==> src/rtl/telemetry_regs_defs.vh <==
// Constants for the motor telemetry readback register bank.
// Assumes a plain address/strobe register port with 14-bit byte addresses holding a 12-bit word index.
`ifndef TELEMETRY_REGS_DEFS_VH
`define TELEMETRY_REGS_DEFS_VH

// Register indices as printed (not all multiples of four: byte address = 4 * index)
`define IDX_PHASE_A_CURRENT 12'h43E
`define IDX_PHASE_B_CURRENT 12'h440
`define IDX_PHASE_C_CURRENT 12'h442
`define IDX_CURRENT_SENSE_GAIN 12'h466
`define IDX_VOLTAGE_SENSE_GAIN 12'h476
`define IDX_SUPPLY_BUS_VOLTAGE 12'h478

// Widths
`define ADDR_W 14
`define DATA_W 32
`define GAIN_W 16
`define IDX_W 12
`define ADDR_IDX_LSB 2

// Reset values
`define RST_WORD 32'h00000000
`define RST_GAIN 16'h0000
`define RESERVED_HALF 16'h0000
`define UNMAPPED_READ 32'h00000000

// Current-sense gain codes (V/A): 1.2, 0.6, 0.3, 0.15
`define CSG_1P2 16'h0000
`define CSG_0P6 16'h0001
`define CSG_0P3 16'h0002
`define CSG_0P15 16'h0003

// Voltage-sense gain codes (full scale): 60 V, 30 V, 15 V
`define VSG_60V 16'h0000
`define VSG_30V 16'h0001
`define VSG_15V 16'h0002

`endif

==> src/rtl/motor_telemetry_readback_regs.v <==
// Read-only bank of motor telemetry registers: phase currents, sense gains, supply voltage.
// Assumes the control algorithm supplies values on clk with a one-cycle update strobe,
// and software uses a plain address/strobe port with byte addresses.
//
// Contract
// Phase A current readable, 32-bit, read-only
// Phase B current readable, reset zero
// Phase C current readable, 32-bit, read-only
// Current gain code low half, upper zero
// Voltage gain code low half, upper zero
// Supply bus voltage readable, 32-bit
// Software writes ignored, no side effects
`timescale 1ns/1ps
`default_nettype none
`include "telemetry_regs_defs.vh"

module motor_telemetry_readback_regs (
    input wire clk,
    input wire rst,
    input wire clk_en,
    // Software register port
    input wire [`ADDR_W-1:0] reg_addr,
    input wire [`DATA_W-1:0] reg_wdata,
    input wire reg_write,
    input wire reg_read,
    output reg [`DATA_W-1:0] reg_rdata,
    // Measurement feed from the control algorithm
    input wire meas_update,
    input wire [`DATA_W-1:0] meas_phase_a,
    input wire [`DATA_W-1:0] meas_phase_b,
    input wire [`DATA_W-1:0] meas_phase_c,
    input wire [`GAIN_W-1:0] meas_current_gain,
    input wire [`GAIN_W-1:0] meas_voltage_gain,
    input wire [`DATA_W-1:0] meas_supply_voltage
);

    // Held measurements; only the algorithm feed loads them
    reg [`DATA_W-1:0] phase_a_current;
    reg [`DATA_W-1:0] phase_b_current;
    reg [`DATA_W-1:0] phase_c_current;
    reg [`GAIN_W-1:0] current_sense_gain;
    reg [`GAIN_W-1:0] voltage_sense_gain;
    reg [`DATA_W-1:0] supply_bus_voltage;

    // Word index of the access; low two byte-address bits ignored
    wire [`IDX_W-1:0] word_idx;
    assign word_idx = reg_addr[`ADDR_W-1:`ADDR_IDX_LSB];

    // Read mux result
    reg [`DATA_W-1:0] next_rdata;

    // Write port deliberately unused: whole bank is read-only
    wire unused_write;
    assign unused_write = reg_write ^ (^reg_wdata);

    // Snapshot all values together so a coherent set is seen
    always @(posedge clk) begin
        if (rst) begin
            phase_a_current <= `RST_WORD;
            phase_b_current <= `RST_WORD;
            phase_c_current <= `RST_WORD;
            current_sense_gain <= `RST_GAIN;
            voltage_sense_gain <= `RST_GAIN;
            supply_bus_voltage <= `RST_WORD;
        end else if (clk_en && meas_update) begin
            // Software writes never reach here
            phase_a_current <= meas_phase_a;
            phase_b_current <= meas_phase_b;
            phase_c_current <= meas_phase_c;
            current_sense_gain <= meas_current_gain;
            voltage_sense_gain <= meas_voltage_gain;
            supply_bus_voltage <= meas_supply_voltage;
        end
    end

    // Address decode for reads
    always @* begin
        case (word_idx)
            `IDX_PHASE_A_CURRENT: begin
                next_rdata = phase_a_current;
            end
            `IDX_PHASE_B_CURRENT: begin
                next_rdata = phase_b_current;
            end
            `IDX_PHASE_C_CURRENT: begin
                next_rdata = phase_c_current;
            end
            `IDX_CURRENT_SENSE_GAIN: begin
                // Upper half reserved
                next_rdata = {`RESERVED_HALF, current_sense_gain};
            end
            `IDX_VOLTAGE_SENSE_GAIN: begin
                next_rdata = {`RESERVED_HALF, voltage_sense_gain};
            end
            `IDX_SUPPLY_BUS_VOLTAGE: begin
                next_rdata = supply_bus_voltage;
            end
            default: begin
                // Unmapped addresses read zero
                next_rdata = `UNMAPPED_READ;
            end
        endcase
    end

    // Read data stands from the cycle after an enabled strobe until the next clk_en cycle
    always @(posedge clk) begin
        if (rst) begin
            reg_rdata <= `RST_WORD;
        end else if (clk_en) begin
            if (reg_read) begin
                reg_rdata <= next_rdata;
            end else begin
                // Zero otherwise, so stale data is never mistaken
                reg_rdata <= `RST_WORD;
            end
        end
    end

endmodule // motor_telemetry_readback_regs
`default_nettype wire

==> config.mk <==
export PLATFORM = sky130hd
export DESIGN_NAME = motor_telemetry_readback_regs
export DESIGN_NICKNAME = d
export VERILOG_FILES = /design/src/rtl/motor_telemetry_readback_regs.v
export VERILOG_INCLUDE_DIRS = /design/src /design/src/rtl
export SDC_FILE = /design/constraint.sdc
export NUM_CORES = 1
export LEC_CHECK = 0
export BUFFER_PORTS_ARGS = -buffer_cell sky130_fd_sc_hd__buf_4
export CAP_MARGIN = 20
export CORE_MARGIN = 2
export CORE_UTILIZATION = 30
export CTS_BUF_LIST = sky130_fd_sc_hd__clkbuf_2 sky130_fd_sc_hd__clkbuf_4 sky130_fd_sc_hd__clkbuf_8
export CTS_CLUSTER_DIAMETER = 150
export DETAILED_ROUTE_END_ITERATION = 6
export SLEW_MARGIN = 25
export SYNTH_ARGS = -nofsm -noshare
export SYNTH_HDL_FRONTEND = slang
export SYNTH_SLANG_ARGS = --single-unit
==> constraint.sdc <==
create_clock -name clk -period 3.2 [get_ports clk]
set_input_delay 0.8 -clock clk [delete_from_list [all_inputs] [get_ports clk]]
set_output_delay 0.8 -clock clk [all_outputs]
set_load 0.02 [all_outputs]
======== After elaboration in Yosys (flattened, before gate mapping) ========
Index checks and enable logic that the tools add are counted.
word-level totals
  register bits ........................... 192
  output and inout port bits .............. 32
  word-level logic and storage cells ...... 16
cells by class
  eq/ne operators ......................... 6
  muxes and demuxes ....................... 2
  reduce and logical (&&, ||, !) cells .... 1
operators by type and width
  operator                                               count
  case mux 32 bit (6 select lines)                       1
  equality test 12 x 11 -> 1 bit, second input constant  6
  2-to-1 mux 32 bit                                      1
  logical AND 1 bit                                      1

======== Logic depth before layout (Yosys ltp) ========
Gate-level depths: netlist of run 1.
  depth after elaboration ................. 3
  mapped depth ............................ 8
  gate-level depth less buffers ........... 5

======== Least setup slack after synthesis of run 1 ========
No wires, ideal clock.
  kind .................................... in2reg
  start point ............................. input reg_addr[6]
  end point ............................... register reg_rdata[19]
  library setup time ...................... 122 ps
  arrival time ............................ 1,975 ps
  required time ........................... 3,078 ps
  path slack .............................. 1,103 ps
  stages .................................. 7
  path buffers ............................ 3
  path through ............................ buf_6 and3_1 nor4bb_4 buf_6 and3_1 buf_2 a221o_1
between the ends
  cells in the longest elaborated chain, start to end .. 3
  elaborated cells between the ends (all ways) .. 8
RTL lines
  item                                line                                 source
  start: declaration                  motor_telemetry_readback_regs.v:22   input wire [`ADDR_W-1:0] reg_addr,
  equality test 12 x 11 -> 1 bit      motor_telemetry_readback_regs.v:78   case (word_idx)
  case mux 32 bit (6 select lines) *  motor_telemetry_readback_regs.v:78
  2-to-1 mux 32 bit *                 motor_telemetry_readback_regs.v:110  if (reg_read) begin
  end signal: assignment              motor_telemetry_readback_regs.v:108  reg_rdata <= `RST_WORD;
  end signal: assignment              motor_telemetry_readback_regs.v:111  reg_rdata <= next_rdata;
  end signal: assignment              motor_telemetry_readback_regs.v:114  reg_rdata <= `RST_WORD;
  end: declaration                    motor_telemetry_readback_regs.v:26   output reg [`DATA_W-1:0] reg_rdata,
Mark *: on every way between the ends. The rest lies on a longest branch, timed or not.
A chain may end at the register's enable or synchronous reset.

======== Worst setup path after layout of run 1 ========
  start point ............................. input reg_addr[9]
  end point ............................... register reg_rdata[0]
Same word-level chain as after synthesis.

==> results of run 1 <==
==> area by class of cell <==
class / instances / area (um^2)
Clock inverter: 14 / 145
Clock buffer: 18 / 248
Timing Repair Buffer: 226 / 1790
Sequential cell: 192 / 3840
Fill cell: 2738 / 15800
Tap cell: 335 / 419
Multi-Input combinational cell: 696 / 3630
==> cell families (layout without fill, tap and decap cells) <==
kind of cell    Yosys count  count (layout)  synth area share, %
mux                      38              38                 5.01
buf+inv                  79             258                 4.55
flops                   192             192                 49.2
simple gates            386             386                 20.1
compound gates          272             272                 21.1
==> metal layers <==
metal	up-vias	wire (um)	GRT usage, %
li1	3612	-	-
met1	3385	12000	25.7
met2	173	11200	27.4
met3	14	1620	4.32
met4	0	302	4.74
met5	-	0	0
==> worst min-delay path by stage <==
stage                              from                  end  cells past startpoint
CTS                 phase_c_current[26]  phase_c_current[26]                      2
global route         phase_a_current[5]   phase_a_current[5]                      2
global placement          reg_rdata[17]        reg_rdata[17]                      1
finish              phase_c_current[16]  phase_c_current[16]                      2
detailed placement  phase_c_current[16]  phase_c_current[16]                      2
floorplan           phase_c_current[14]  phase_c_current[14]                      2
==> worst register-to-register path: cells and delay by family (launching register included) <==
kind | cells | cell delay, ps
AOI/OAI and AO/OA | 3 | 670
DFF | 1 | 360
muxes | 1 | 90
==> cell usage in the layout (no fill, tap or decap), types with 2 or more instances in the layout <==
master and instances:
mux2i_1 29, nand3_1 2, nor2_1 7, inv_8 3
nor2b_1 2, a221o_1 7, clkbuf_8 18, dfxtp_1 192
a21oi_1 170, o2bb2ai_1 10, nand2_1 344, a21o_1 3
and3_1 5, a211o_1 3, a32oi_1 12, o21ai_0 23
and2_1 5, buf_12 7, clkinvlp_4 2, mux2_2 9
a221oi_1 2, a22oi_1 22, nand2b_1 10, clkinv_4 3
a221oi_2 8, o21ai_1 6, inv_6 4, buf_4 218
o22ai_1 6
==> registers in the layout (all words and copies together), names as in the netlist <==
name,flops
current_sense_gain,16
phase_a_current,32
phase_b_current,32
phase_c_current,32
reg_rdata,32
supply_bus_voltage,32
voltage_sense_gain,16
==> report_power, final <==
group          internal [mW]  switching (mW)
Combinational          0.241           0.257
Clock                  0.665           0.919
Sequential              2.48          0.0476
Total                   3.39            1.22
==> stage by stage <==
step                      worst slack (ps)  utilization (%)
after floorplan                       1100                -
after global placement                 765             37.5
after detailed placement               766             37.5
after CTS                             1250             39.0
after global routing                  1070             39.0
final                                 1200             39.0
==> metrics list, run 1 <==
- Count of vias placed by the detailed router: 7,184
* Estimated wirelength of the detail-placed design: 18,000 um
- Clk pin slew, worst setup/hold paths: 100 ps
- The clock passes through at most 2 buffers.
- Count of TritonRoute iterations in the first routing pass: 5
- The critical path ends at reg_rdata[0].
- Counting buffers and inverters, the worst setup path is 6 cells deep.
* Synth Instances: 967
- Clk_skew: 14.1 ps
- Static timing analysis puts the maximum clock frequency at 500 MHz.
- Dividing the detail-routed via count by the number of cells gives 4.85.
- After routing, the total negative slack on setup checks comes to 0 ps.
- IR analysis of the VDD net gives a maximum drop of 202 uV.
- Final setup vio count: 0
- Run status: finished, final reports clean
- Max-cap violations: 0
* Number of clock buffers inserted by TritonCTS: 17
- Top flip-flop cell by instance count after synthesis: dfxtp_1
- Diode count: 0
* Design Power: 4.61 mW
* Terminus of the critical flop-to-flop path: reg_rdata[0]
- In this run the critical register-to-register path is launched from voltage_sense_gain[0].
- Peak fanout along the critical path: 10
- During synthesis, Yosys emitted a total of 0 warnings.
- Initial detailed-routing violation count: 543
- Biggest area contributors in the synthesized netlist: dfxtp_1 49%, nand2_1 17%, a21oi_1 11%
- For this design the static power due to leakage is 3.92 nW.
- After synthesis the cells add up to 7810 um^2.
* Post-route non-filler standard cell count: 1,481
- Together, buffers and inverters on the worst path number 1.
* Initial antenna violation count: 0
- Cell family contributing the most delay on the critical path: compound AO/OA/AOI/OAI gates
- DRC Markers: 0
* Root buf cell: clkbuf_8
* Remaining global-route overflow: 0
- Area enclosed by the die boundary: 27,300 um^2
* Placed Cells incl. Taps: 1,449
- Traced cell by cell, the critical path runs through buf_4 > nor2b_1 > nand2_1 > o2bb2ai_1 > a21oi_1 > a221oi_1.
* H-tree levels: 4
- The worst hold path belongs to the class flip-flop to flip-flop.
- After synthesis, the largest area contributor takes up 49.2% of total cell area.
* Wire length reported by the detailed router: 25,100 um
- Of all cell types, the one taking the most synthesized area is dfxtp_1.
* First-pass GRT wire length: 37,300 um
- Count of flip-flops with a built-in enable after synthesis: 0
- Largest incremental delay on the critical path: 450 ps
- Of the available clock period, the critical path in the final layout requires 62.5%.
- Cell Area, Placed: 9680 um^2
* Slew Limit Fails: 0
* Post-CTS setup repair buffer count: 0
* Final net count: 1,345
- Total track usage: 18.1%
- The die is 165 um tall.
- Area of the core: 25,800 um^2
* Commonest cells in the synthesized netlist: 345 x nand2_1, 192 x dfxtp_1, 170 x a21oi_1
* Initial Util: 30.2%
* Number of hold violations in the final report: 0
* Req. time, crit path: 3560 ps
- Power spread over the standard cell area amounts to 458 nW/um^2.
- Hold buffers post-CTS: 0
- Cell depth of the worst flop-to-flop path: 4
- For this run, asynchronously set or reset flops after synthesis account for 0%.
* Fraction of layout instances using a drive strength above 1: 24.7%
- Post-CTS repair changed the size of 0 cells.
* Count of distinct cell types in the synthesized netlist: 37
* Share of synthesized area occupied by flip-flops and latches: 49.2%
* Worst-skew pair later-pin latency: 460 ps
- The number of global-route vias before repair came to 6,598.
- Worst hold margin: 456 ps
- Normalized max-slew margin: 56.3%
- Synth-to-Final Area Change: 28.9%
- Final std cell area, no fill: 10,100 um^2
- Final critical-path required period: 2000 ps
- Routability-driven placement finished with a final weighted congestion of 0.795.
* Number of placement rows: 59
* Remaining number of nets flagged by the antenna check after routing: 0
* Die Wd: 165 um
- # IOs: 244
* Worst Max-Slew Pin Slew: 655 ps
- Num Clock Sinks: 192
* TritonCTS clock tree: done
- Maximum number of pins on one net before global-route repair: 105
* Routed wire length per instance: 16.9 um
- Crit end category: flip-flop
- Unrepaired setup endpoints after global routing: no
* Register-to-Register Setup Slack: 1990 ps
* Synth Area per Inst: 8.08 um^2
- Start-to-end type of the worst setup path: input pin to flip-flop
* Number of synthesized register bits: 192
* Most frequently used cell type in the post-synthesis netlist: nand2_1
- Number of buffers added on ports: 208
* Data arrival time of the worst path: 2360 ps
- Tracing the worst setup path back leads to its startpoint at reg_addr[9].
* Startpoint type of the worst setup path: input pin
- For this design, the slowest cell found on the critical path is o2bb2ai_1.
- Post-synth net total: 1,179
Note: power is estimated with default switching activity, not from simulation.
==> inputs of run 2 (changes only) <==
ABC_AREA = 1   (was unset)
clock period = 1.8 ns   (was 3.2 ns; I/O delays follow)
==> run 2 against run 1 <==
Cell count grew 22%; wire length is 9.8% higher; sequential power up 78%; total power up 81%; clock skew increased by 3.6 ps; setup slack got worse by 870 ps; synthesized cell count rose by 27%; sequential share of layout area shrank 3.8 points; die area up 8.3%; combinational power grew 87%; largest cell class is now multi-input gates; largest power group unchanged.
==> metrics list, run 2 <==
- Top flip-flop cell by instance count after synthesis: dfxtp_1 (unchanged)
* Commonest cells after routing, fill and taps aside: 447 x nand2_1, 239 x buf_4, 192 x dfxtp_1 (was 344 x nand2_1, 218 x buf_4, 192 x dfxtp_1)
- The initial core utilization was 30.5% (was 30.2%).
- The maximum fanout count along the critical path was 2 (was 10).
* Synth Area per Inst: 6.89 um^2 (was 8.08 um^2)
* Slew Limit Fails: 0 (unchanged)
- The setup slack of the most critical reg-to-reg path came to 700 ps (was 1990 ps).
* Post-route setup slack: 326 ps (was 1200 ps)
* Post-cts resize count: 0 (unchanged)
- Share of the synthesized area in the top cell type: 45.3% (was 49.2%)
* Number of synthesized register bits: 192 (unchanged)
* Placer congestion estimate: 0.843 (was 0.795)
* Count of vias placed by the detailed router: 8,512 (was 7,184)
- Start-to-end type of the worst setup path: flip-flop to output pin (was input pin to flip-flop)
- The arrival time at the worst endpoint came to 1020 ps (was 2360 ps).
* Root buf cell: clkbuf_8 (unchanged)
- Worst Hold Launch: meas_phase_c[7] (was phase_c_current[16])
- The relative area change from synthesis to final layout is 31.8% (was 28.9%).
- Req. time, crit path: 1350 ps (was 3560 ps)
* Share of synthesized area occupied by flip-flops and latches: 45.3% (was 49.2%)
- Worst Max-Slew Pin Slew: 500 ps (was 655 ps)
* Terminus of the critical flop-to-flop path: reg_rdata[13] (was reg_rdata[0])
- The height of the chip was 172 um (was 165 um).
* Design Power: 8.35 mW (was 4.61 mW)
* Cell Area, Placed: 10,800 um^2 (was 9680 um^2)
* Remaining global-route overflow: 0 (unchanged)
- Total track usage: 18.4% (was 18.1%)
- The number of warnings reported in the yosys synthesis log is 0 (unchanged).
* Area of the core: 27,800 um^2 (was 25,800 um^2)
- Unrepaired setup endpoints after global routing: no (unchanged)
- TritonCTS clock tree: done (unchanged)
- The clock period could shrink to 1470 ps.
- The setup violation total in the final timing report came to 0 (unchanged).
* DRC Markers: 0 (unchanged)
- Biggest area contributors in the synthesized netlist: dfxtp_1 45%, nand2_1 20%, a21oi_1 10% (was dfxtp_1 49%, nand2_1 17%, a21oi_1 11%).
* Final net count: 1,633 (was 1,345)
- The post-placement setup slack came to -130 ps (was 766 ps).
- The die width is 172 um (was 165 um).
- Number of buffers added on ports: 208 (unchanged)
- The cell area power density was 747 nW/um^2 (was 458 nW/um^2).
* Critical Path Slowest Stage Cell: dfxtp_1 (was o2bb2ai_1)
* Most frequently used cell type in the post-synthesis netlist: nand2_1 (unchanged)
* Run status: finished, final reports clean (unchanged)
- The clock-pin transition on the worst setup and hold timing paths is 120 ps (was 100 ps).
- The average routed wire per standard cell was 15.2 um (was 16.9 um).
- The total routed wirelength was 27,500 um (was 25,100 um).
- The critical path launch point type is a flip-flop (was input pin).
- Worst hold margin: 211 ps (was 456 ps)
- Endpoint with the worst hold slack: phase_c_current[7] (was phase_c_current[16])
* Fraction of layout instances using a drive strength above 1: 21.7% (was 24.7%)
- First-pass GRT wire length: 42,000 um (was 37,300 um)
- The die outline area is 29,600 um^2 (was 27,300 um^2).
- Clock Path Buffers: 2 (unchanged)
- The clock skew was 17.7 ps (was 14.1 ps).
- Worst-skew pair later-pin latency: 480 ps (was 460 ps)
- Post-CTS setup repair buffer count: 0 (unchanged)
* Maximum number of pins on one net before global-route repair: 52 (was 105)
- The I/O pin total came to 244 (unchanged).
- Commonest cells in the synthesized netlist: 448 x nand2_1, 192 x dfxtp_1, 176 x a21oi_1 (was 345 x nand2_1, 192 x dfxtp_1, 170 x a21oi_1).
* Initial antenna violation count: 4 (was 0)
- The detail-routed via count per cell was 4.69 (was 4.85).
* CP bufs+invs: 1 (unchanged)
* Num Clock Sinks: 192 (unchanged)
- Largest incremental delay on the critical path: 390 ps (was 450 ps)
* Count of TritonRoute iterations in the first routing pass: 7 (was 5)
* Min-delay worst type: input pin to flip-flop (was flip-flop to flip-flop)
* Remaining number of nets flagged by the antenna check after routing: 0 (unchanged)
- Hold buffers post-CTS: 0 (unchanged)
- Synth async-reset ratio: 0% (unchanged)
- Count of flip-flops with a built-in enable after synthesis: 0 (unchanged)
* Most common library cell in the layout ignoring fill and taps: nand2_1 (unchanged)
* Max Clk Rate: 679 MHz
* Initial detailed-routing violation count: 689 (was 543)
- The number of global-route vias before repair was 7,896 (was 6,598).
* Count of distinct cell types in the synthesized netlist: 22 (was 37)
- The sort of element at the end of the critical path was an output pin (was flip-flop).
* Util after Layout: 40.2% (was 39.0%)
- Post-synth net total: 1,443 (was 1,179)
- The setup TNS after final layout was 0 ps (unchanged).
* H-tree levels: 4 (unchanged)
* Max-cap violations: 0 (unchanged)
- The kind of cell with the highest combined delay on the critical path is flip-flops (was compound AO/OA/AOI/OAI gates).
- The site row count is 61 (was 59).
* Number of hold violations in the final report: 0 (unchanged)
* Cell depth of the worst flop-to-flop path: 6 (was 4)
* Summed instance area of the synthesized netlist: 8480 um^2 (was 7810 um^2)
- Post-route fraction of the period consumed by the critical path: 81.9%
- Reg2Reg Launch Point: phase_a_current[13] (was voltage_sense_gain[0])
* Worst hold stages: 3 (was 2)
* Maximum ir drop on the vdd rail: 348 uV (was 202 uV)
* Normalized max-slew margin: 66.7% (was 56.3%)
- The final cell count without fillers came to 1,814 (was 1,481).
* Placed Cells incl. Taps: 1,780 (was 1,449)
- Cell-by-cell listing of the critical path: buf_4 (was buf_4 > nor2b_1 > nand2_1 > o2bb2ai_1 > a21oi_1 > a221oi_1).
- Yosys top cell by area: dfxtp_1 (unchanged)
- Final std cell area, no fill: 11,200 um^2 (was 10,100 um^2)
- Number of clock buffers inserted by TritonCTS: 17 (unchanged)
- Synth Instances: 1,231 (was 967)
* Leakage Power: 4.76 nW (was 3.92 nW)
- The post-DP HPWL is 20,600 um (was 18,000 um).
==> run 2: changes by cell type in the layout (fill, tap and decap cells not counted), sizes merged, moves of 10 or more <==
cell | previous run | this run
nand2 | 345 | 450
nand3 | 2 | 135
nand2b | 10 | 0
o21ai | 29 | 16
mux2i | 29 | 0
a211oi | 0 | 16
o2bb2ai | 10 | 0
nor2 | 8 | 49
inv | 7 | 85
nand4 | 1 | 26
buf | 226 | 263
a221oi | 10 | 0
a22oi | 22 | 0
a32oi | 12 | 0
==> run 2: worst max-delay path by stage <==
| stage | start | endpoint | slack (ps) | depth (start not counted) |
|---|---|---|---|---|
| 2_1_floorplan | reg_addr[12] | reg_rdata[22] | 330 | 12 |
| 3_3_place_gp | reg_addr[9] | reg_rdata[11] | -120 | 11 |
| 3_5_place_dp | reg_addr[9] | reg_rdata[11] | -130 | 11 |
| 4_1_cts | reg_rdata[0] | reg_rdata[0] | 320 | 1 |
| 5_1_grt | reg_addr[9] | reg_rdata[11] | 250 | 11 |
| 6_report | reg_rdata[0] | reg_rdata[0] | 330 | 1 |
==> run 2: routing by layer <==
metal	vias up	track usage [%]	wire length, um
met4	4	4.86	410
met1	3865	25.2	12800
met2	249	29.3	12500
met3	31	4.17	1810
li1	4363	-	-
met5	-	0	23
==> run 2: logic make-up after synthesis <==
logic type / after synthesis / synth area share, %
AO/OA/AOI/OAI: 208 / 12.7
buffers and inverters: 170 / 8.94
AND/OR/NAND/NOR: 661 / 33.0
flip-flops: 192 / 45.3
==> run 2: layout make-up <==
class | instances | area [um^2]
clock inverters | 15 | 170
diodes | 2 | 5.00
fillers | 3018 | 16600
clock buffers | 17 | 234
well taps | 378 | 473
multi-input cells | 869 | 3880
flip-flops and latches | 192 | 3840
inverters | 78 | 297
repair buffers | 263 | 2270
==> run 2: report_power, final <==
group | internal [mW] | switching [mW] | total (mW)
clock | 1.17 | 1.75 | 2.92
combinational | 0.451 | 0.479 | 0.930
sequential | 4.42 | 0.0864 | 4.50
==> inputs of run 3 (changes only) <==
clock period = 1.3 ns   (was 1.8 ns; I/O delays follow)
==> run 3 against run 2 <==
The run now ends with negative setup slack left; global-route usage rose by 1.3 points; utilization increased by 2.4 points; die area unchanged; via count grew 3.2%; setup slack got worse by 330 ps; non-clock buffer count up 28; clock skew fell by 6.5 ps; critical path type unchanged.
==> metrics list, run 3 (synthesis results as in run 2) <==
- The setup slack of the most critical reg-to-reg path is 250 ps (was 700 ps).
- The critical-path cell with the highest stage delay is dfxtp_4 (was dfxtp_1).
- Req. time, crit path: 980 ps (was 1350 ps)
- # IOs: 244 (unchanged)
- Initial Util: 30.5% (unchanged)
- The number of global-route vias before repair is 8,383 (was 7,896).
- Normalized max-slew margin: 78.7% (was 66.7%)
- Cell depth of the worst flop-to-flop path: 7 (was 6)
* Number of hold violations in the final report: 0 (unchanged)
- Maximum number of pins on one net before global-route repair: 54 (was 52)
- Peak fanout along the critical path: 2 (unchanged)
* Clk pin slew, worst setup/hold paths: 100 ps (was 120 ps)
- The number of antenna cells inserted came to 0 (was 2).
- TritonCTS clock tree: done (unchanged)
* Post-route setup slack: -6.70 ps (was 326 ps)
- Data arrival time of the worst path: 980 ps (was 1020 ps)
* Violations in the final reports: negative setup slack
- Start point of the critical path: reg_rdata[5] (was reg_rdata[0])
- Die Y-Extent: 172 um (unchanged)
- Clk_skew: 11.2 ps (was 17.7 ps)
* Worst hold margin: 106 ps (was 211 ps)
- Worst-skew pair later-pin latency: 460 ps (was 480 ps)
* Number of clock buffers inserted by TritonCTS: 17 (unchanged)
- Cell-by-cell listing of the critical path: buf_6 (was buf_4)
* Num Clock Sinks: 192 (unchanged)
* Count of TritonRoute iterations in the first routing pass: 5 (was 7)
- The worst ir drop on vdd is 563 uV (was 348 uV).
- Area of the core: 27,800 um^2 (unchanged)
- Fraction of layout instances using a drive strength above 1: 26.9% (was 21.7%)
- The maximum single-stage delay on the critical path came to 400 ps (was 390 ps).
- Run status: complete, but fails checks (was finished, final reports clean)
- Worst path depth: 1 (unchanged)
- Number of vias per cell: 4.77 (was 4.69)
* Number of buffers added on ports: 208 (unchanged)
- The global-route wire length before repair came to 45,200 um (was 42,000 um).
* Die Wd: 172 um (unchanged)
- Estimated wirelength of the detail-placed design: 22,300 um (was 20,600 um)
- Unrepaired setup endpoints after global routing: yes (was no)
- Cell family contributing the most delay on the critical path: flip-flops (unchanged)
* End of the critical path: reg_rdata[5] (was reg_rdata[0])
* Reg2Reg Launch Point: phase_a_current[15] (was phase_a_current[13])
- The critical path launch point type is a flip-flop (unchanged).
- Commonest cells after routing, fill and taps aside: 439 x nand2_1, 226 x buf_4, 174 x a21oi_1 (was 447 x nand2_1, 239 x buf_4, 192 x dfxtp_1)
- The remaining antenna violation count came to 0 (unchanged).
- CP bufs+invs: 1 (unchanged)
* Count of vias placed by the detailed router: 8,783 (was 8,512)
- Remaining global-route overflow: 0 (unchanged)
- The buffer cell driving the clock tree root is clkbuf_8 (unchanged).
- Clock Path Buffers: 2 (unchanged)
* Area enclosed by the die boundary: 29,600 um^2 (unchanged)
* Max-cap violations: 0 (unchanged)
* Most common library cell in the layout ignoring fill and taps: nand2_1 (unchanged)
* Terminus of the critical flop-to-flop path: reg_rdata[15] (was reg_rdata[13])
* Leakage Power: 5.03 nW (was 4.76 nW)
- Wire length reported by the detailed router: 30,200 um (was 27,500 um)
- Min-delay worst type: input pin to flip-flop (unchanged)
* Synth-to-Final Area Change: 39.6% (was 31.8%)
- The number of nets in the layout was 1,662 (was 1,633).
* Final critical-path required period: 1310 ps
* Final setup vio count: 2 (was 0)
* Max Clk Rate: 765 MHz
- Start-to-end type of the worst setup path: flip-flop to output pin (unchanged)
- The total count of max-transition violations in the final report is 0 (unchanged).
- The site row count is 61 (unchanged).
- Design Power: 11.8 mW (was 8.35 mW)
- The final critical path takes up 101% of the cycle.
- Crit end category: output pin (unchanged)
- The cell area power density is 995 nW/um^2 (was 747 nW/um^2).
- H-tree levels: 4 (unchanged)
* Initial detailed-routing violation count: 727 (was 689)
* Placer congestion estimate: 0.870 (was 0.843)
* DRC Markers: 0 (unchanged)
* Worst Max-Slew Pin Slew: 320 ps (was 500 ps)
- The average routed wire per standard cell was 16.4 um (was 15.2 um).
- The overall fraction of global-route tracks in use came to 19.7% (was 18.4%).
- The number of antenna violations at the first check in global routing was 0 (was 4).
run 3: cell count changes in the layout (fill, tap and decap cells not counted), moves of 6 or more:
| cell | before | now |
|---|---|---|
| buf_6 | 1 | 32 |
| dfxtp_1 | 192 | 162 |
| dfxtp_2 | 0 | 24 |
| buf_4 | 239 | 226 |
| nand2_1 | 447 | 439 |
| dfxtp_4 | 0 | 6 |
| nand2_2 | 2 | 8 |
| nor2_1 | 41 | 35 |
| nor2_4 | 5 | 11 |
run 3: through the flow:
stage / setup TNS, ps / area, um^2 / setup WS [ps] / util [%] / cells
after global routing: -243 / 11800 / -36.7 / 42.6 / 1841
after detailed placement: -13200 / 10900 / -473 / 39.2 / 1788
after CTS: -81.5 / 11500 / -18.5 / 41.3 / 1824
final: -9.13 / 11800 / -6.70 / 42.6 / 1841
after global placement: -12620 / 10900 / -453 / 39.2 / 1788
after floorplan: -630 / 8610 / -24.1 / - / 1231
run 3: what timing repair did:
action                     in CTS  in global routing
gates cloned                    0                  7
gates resized for setup        53                 34
pin swaps                       0                  8
buffers inserted                4                 10
setup endpoints to repair      27                 54
hold buffers                    0                  0
run 3: worst min path at each step:
stage                                startpoint                     to  slack (ps)  depth (start not counted)
after CTS                      meas_phase_b[23]    phase_b_current[23]          80                          3
final                      meas_current_gain[6]  current_sense_gain[6]         110                          3
after detailed placement  supply_bus_voltage[2]  supply_bus_voltage[2]         450                          2
after floorplan             phase_a_current[10]    phase_a_current[10]         430                          2
after global routing           meas_phase_b[29]    phase_b_current[29]          90                          3
after global placement       phase_c_current[3]     phase_c_current[3]         450                          2
run 3: routing by layer:
metal | vias to the layer above | track usage (%) | share of wire [%] | wire length [um]
li1 | 4423 | - | - | -
met1 | 4054 | 27.4 | 47 | 14200
met2 | 277 | 31.4 | 45 | 13500
met3 | 29 | 4.35 | 6.8 | 2060
met4 | 0 | 4.17 | 1.6 | 468
met5 | - | 0 | 0 | 0
run 3: area by class of cell:
class	instances	area, um^2
inverters	78	308
repair buffers	291	2750
flip-flops and latches	192	3900
clock buffers	20	269
multi-input cells	870	3990
fillers	2923	15900
clock inverters	12	148
well taps	378	473
run 3: power breakdown:
group	switching [mW]	internal [mW]	leakage, nW
registers	0.132	6.10	1.58
clock network	2.25	1.89	0.212
logic	0.720	0.693	3.23
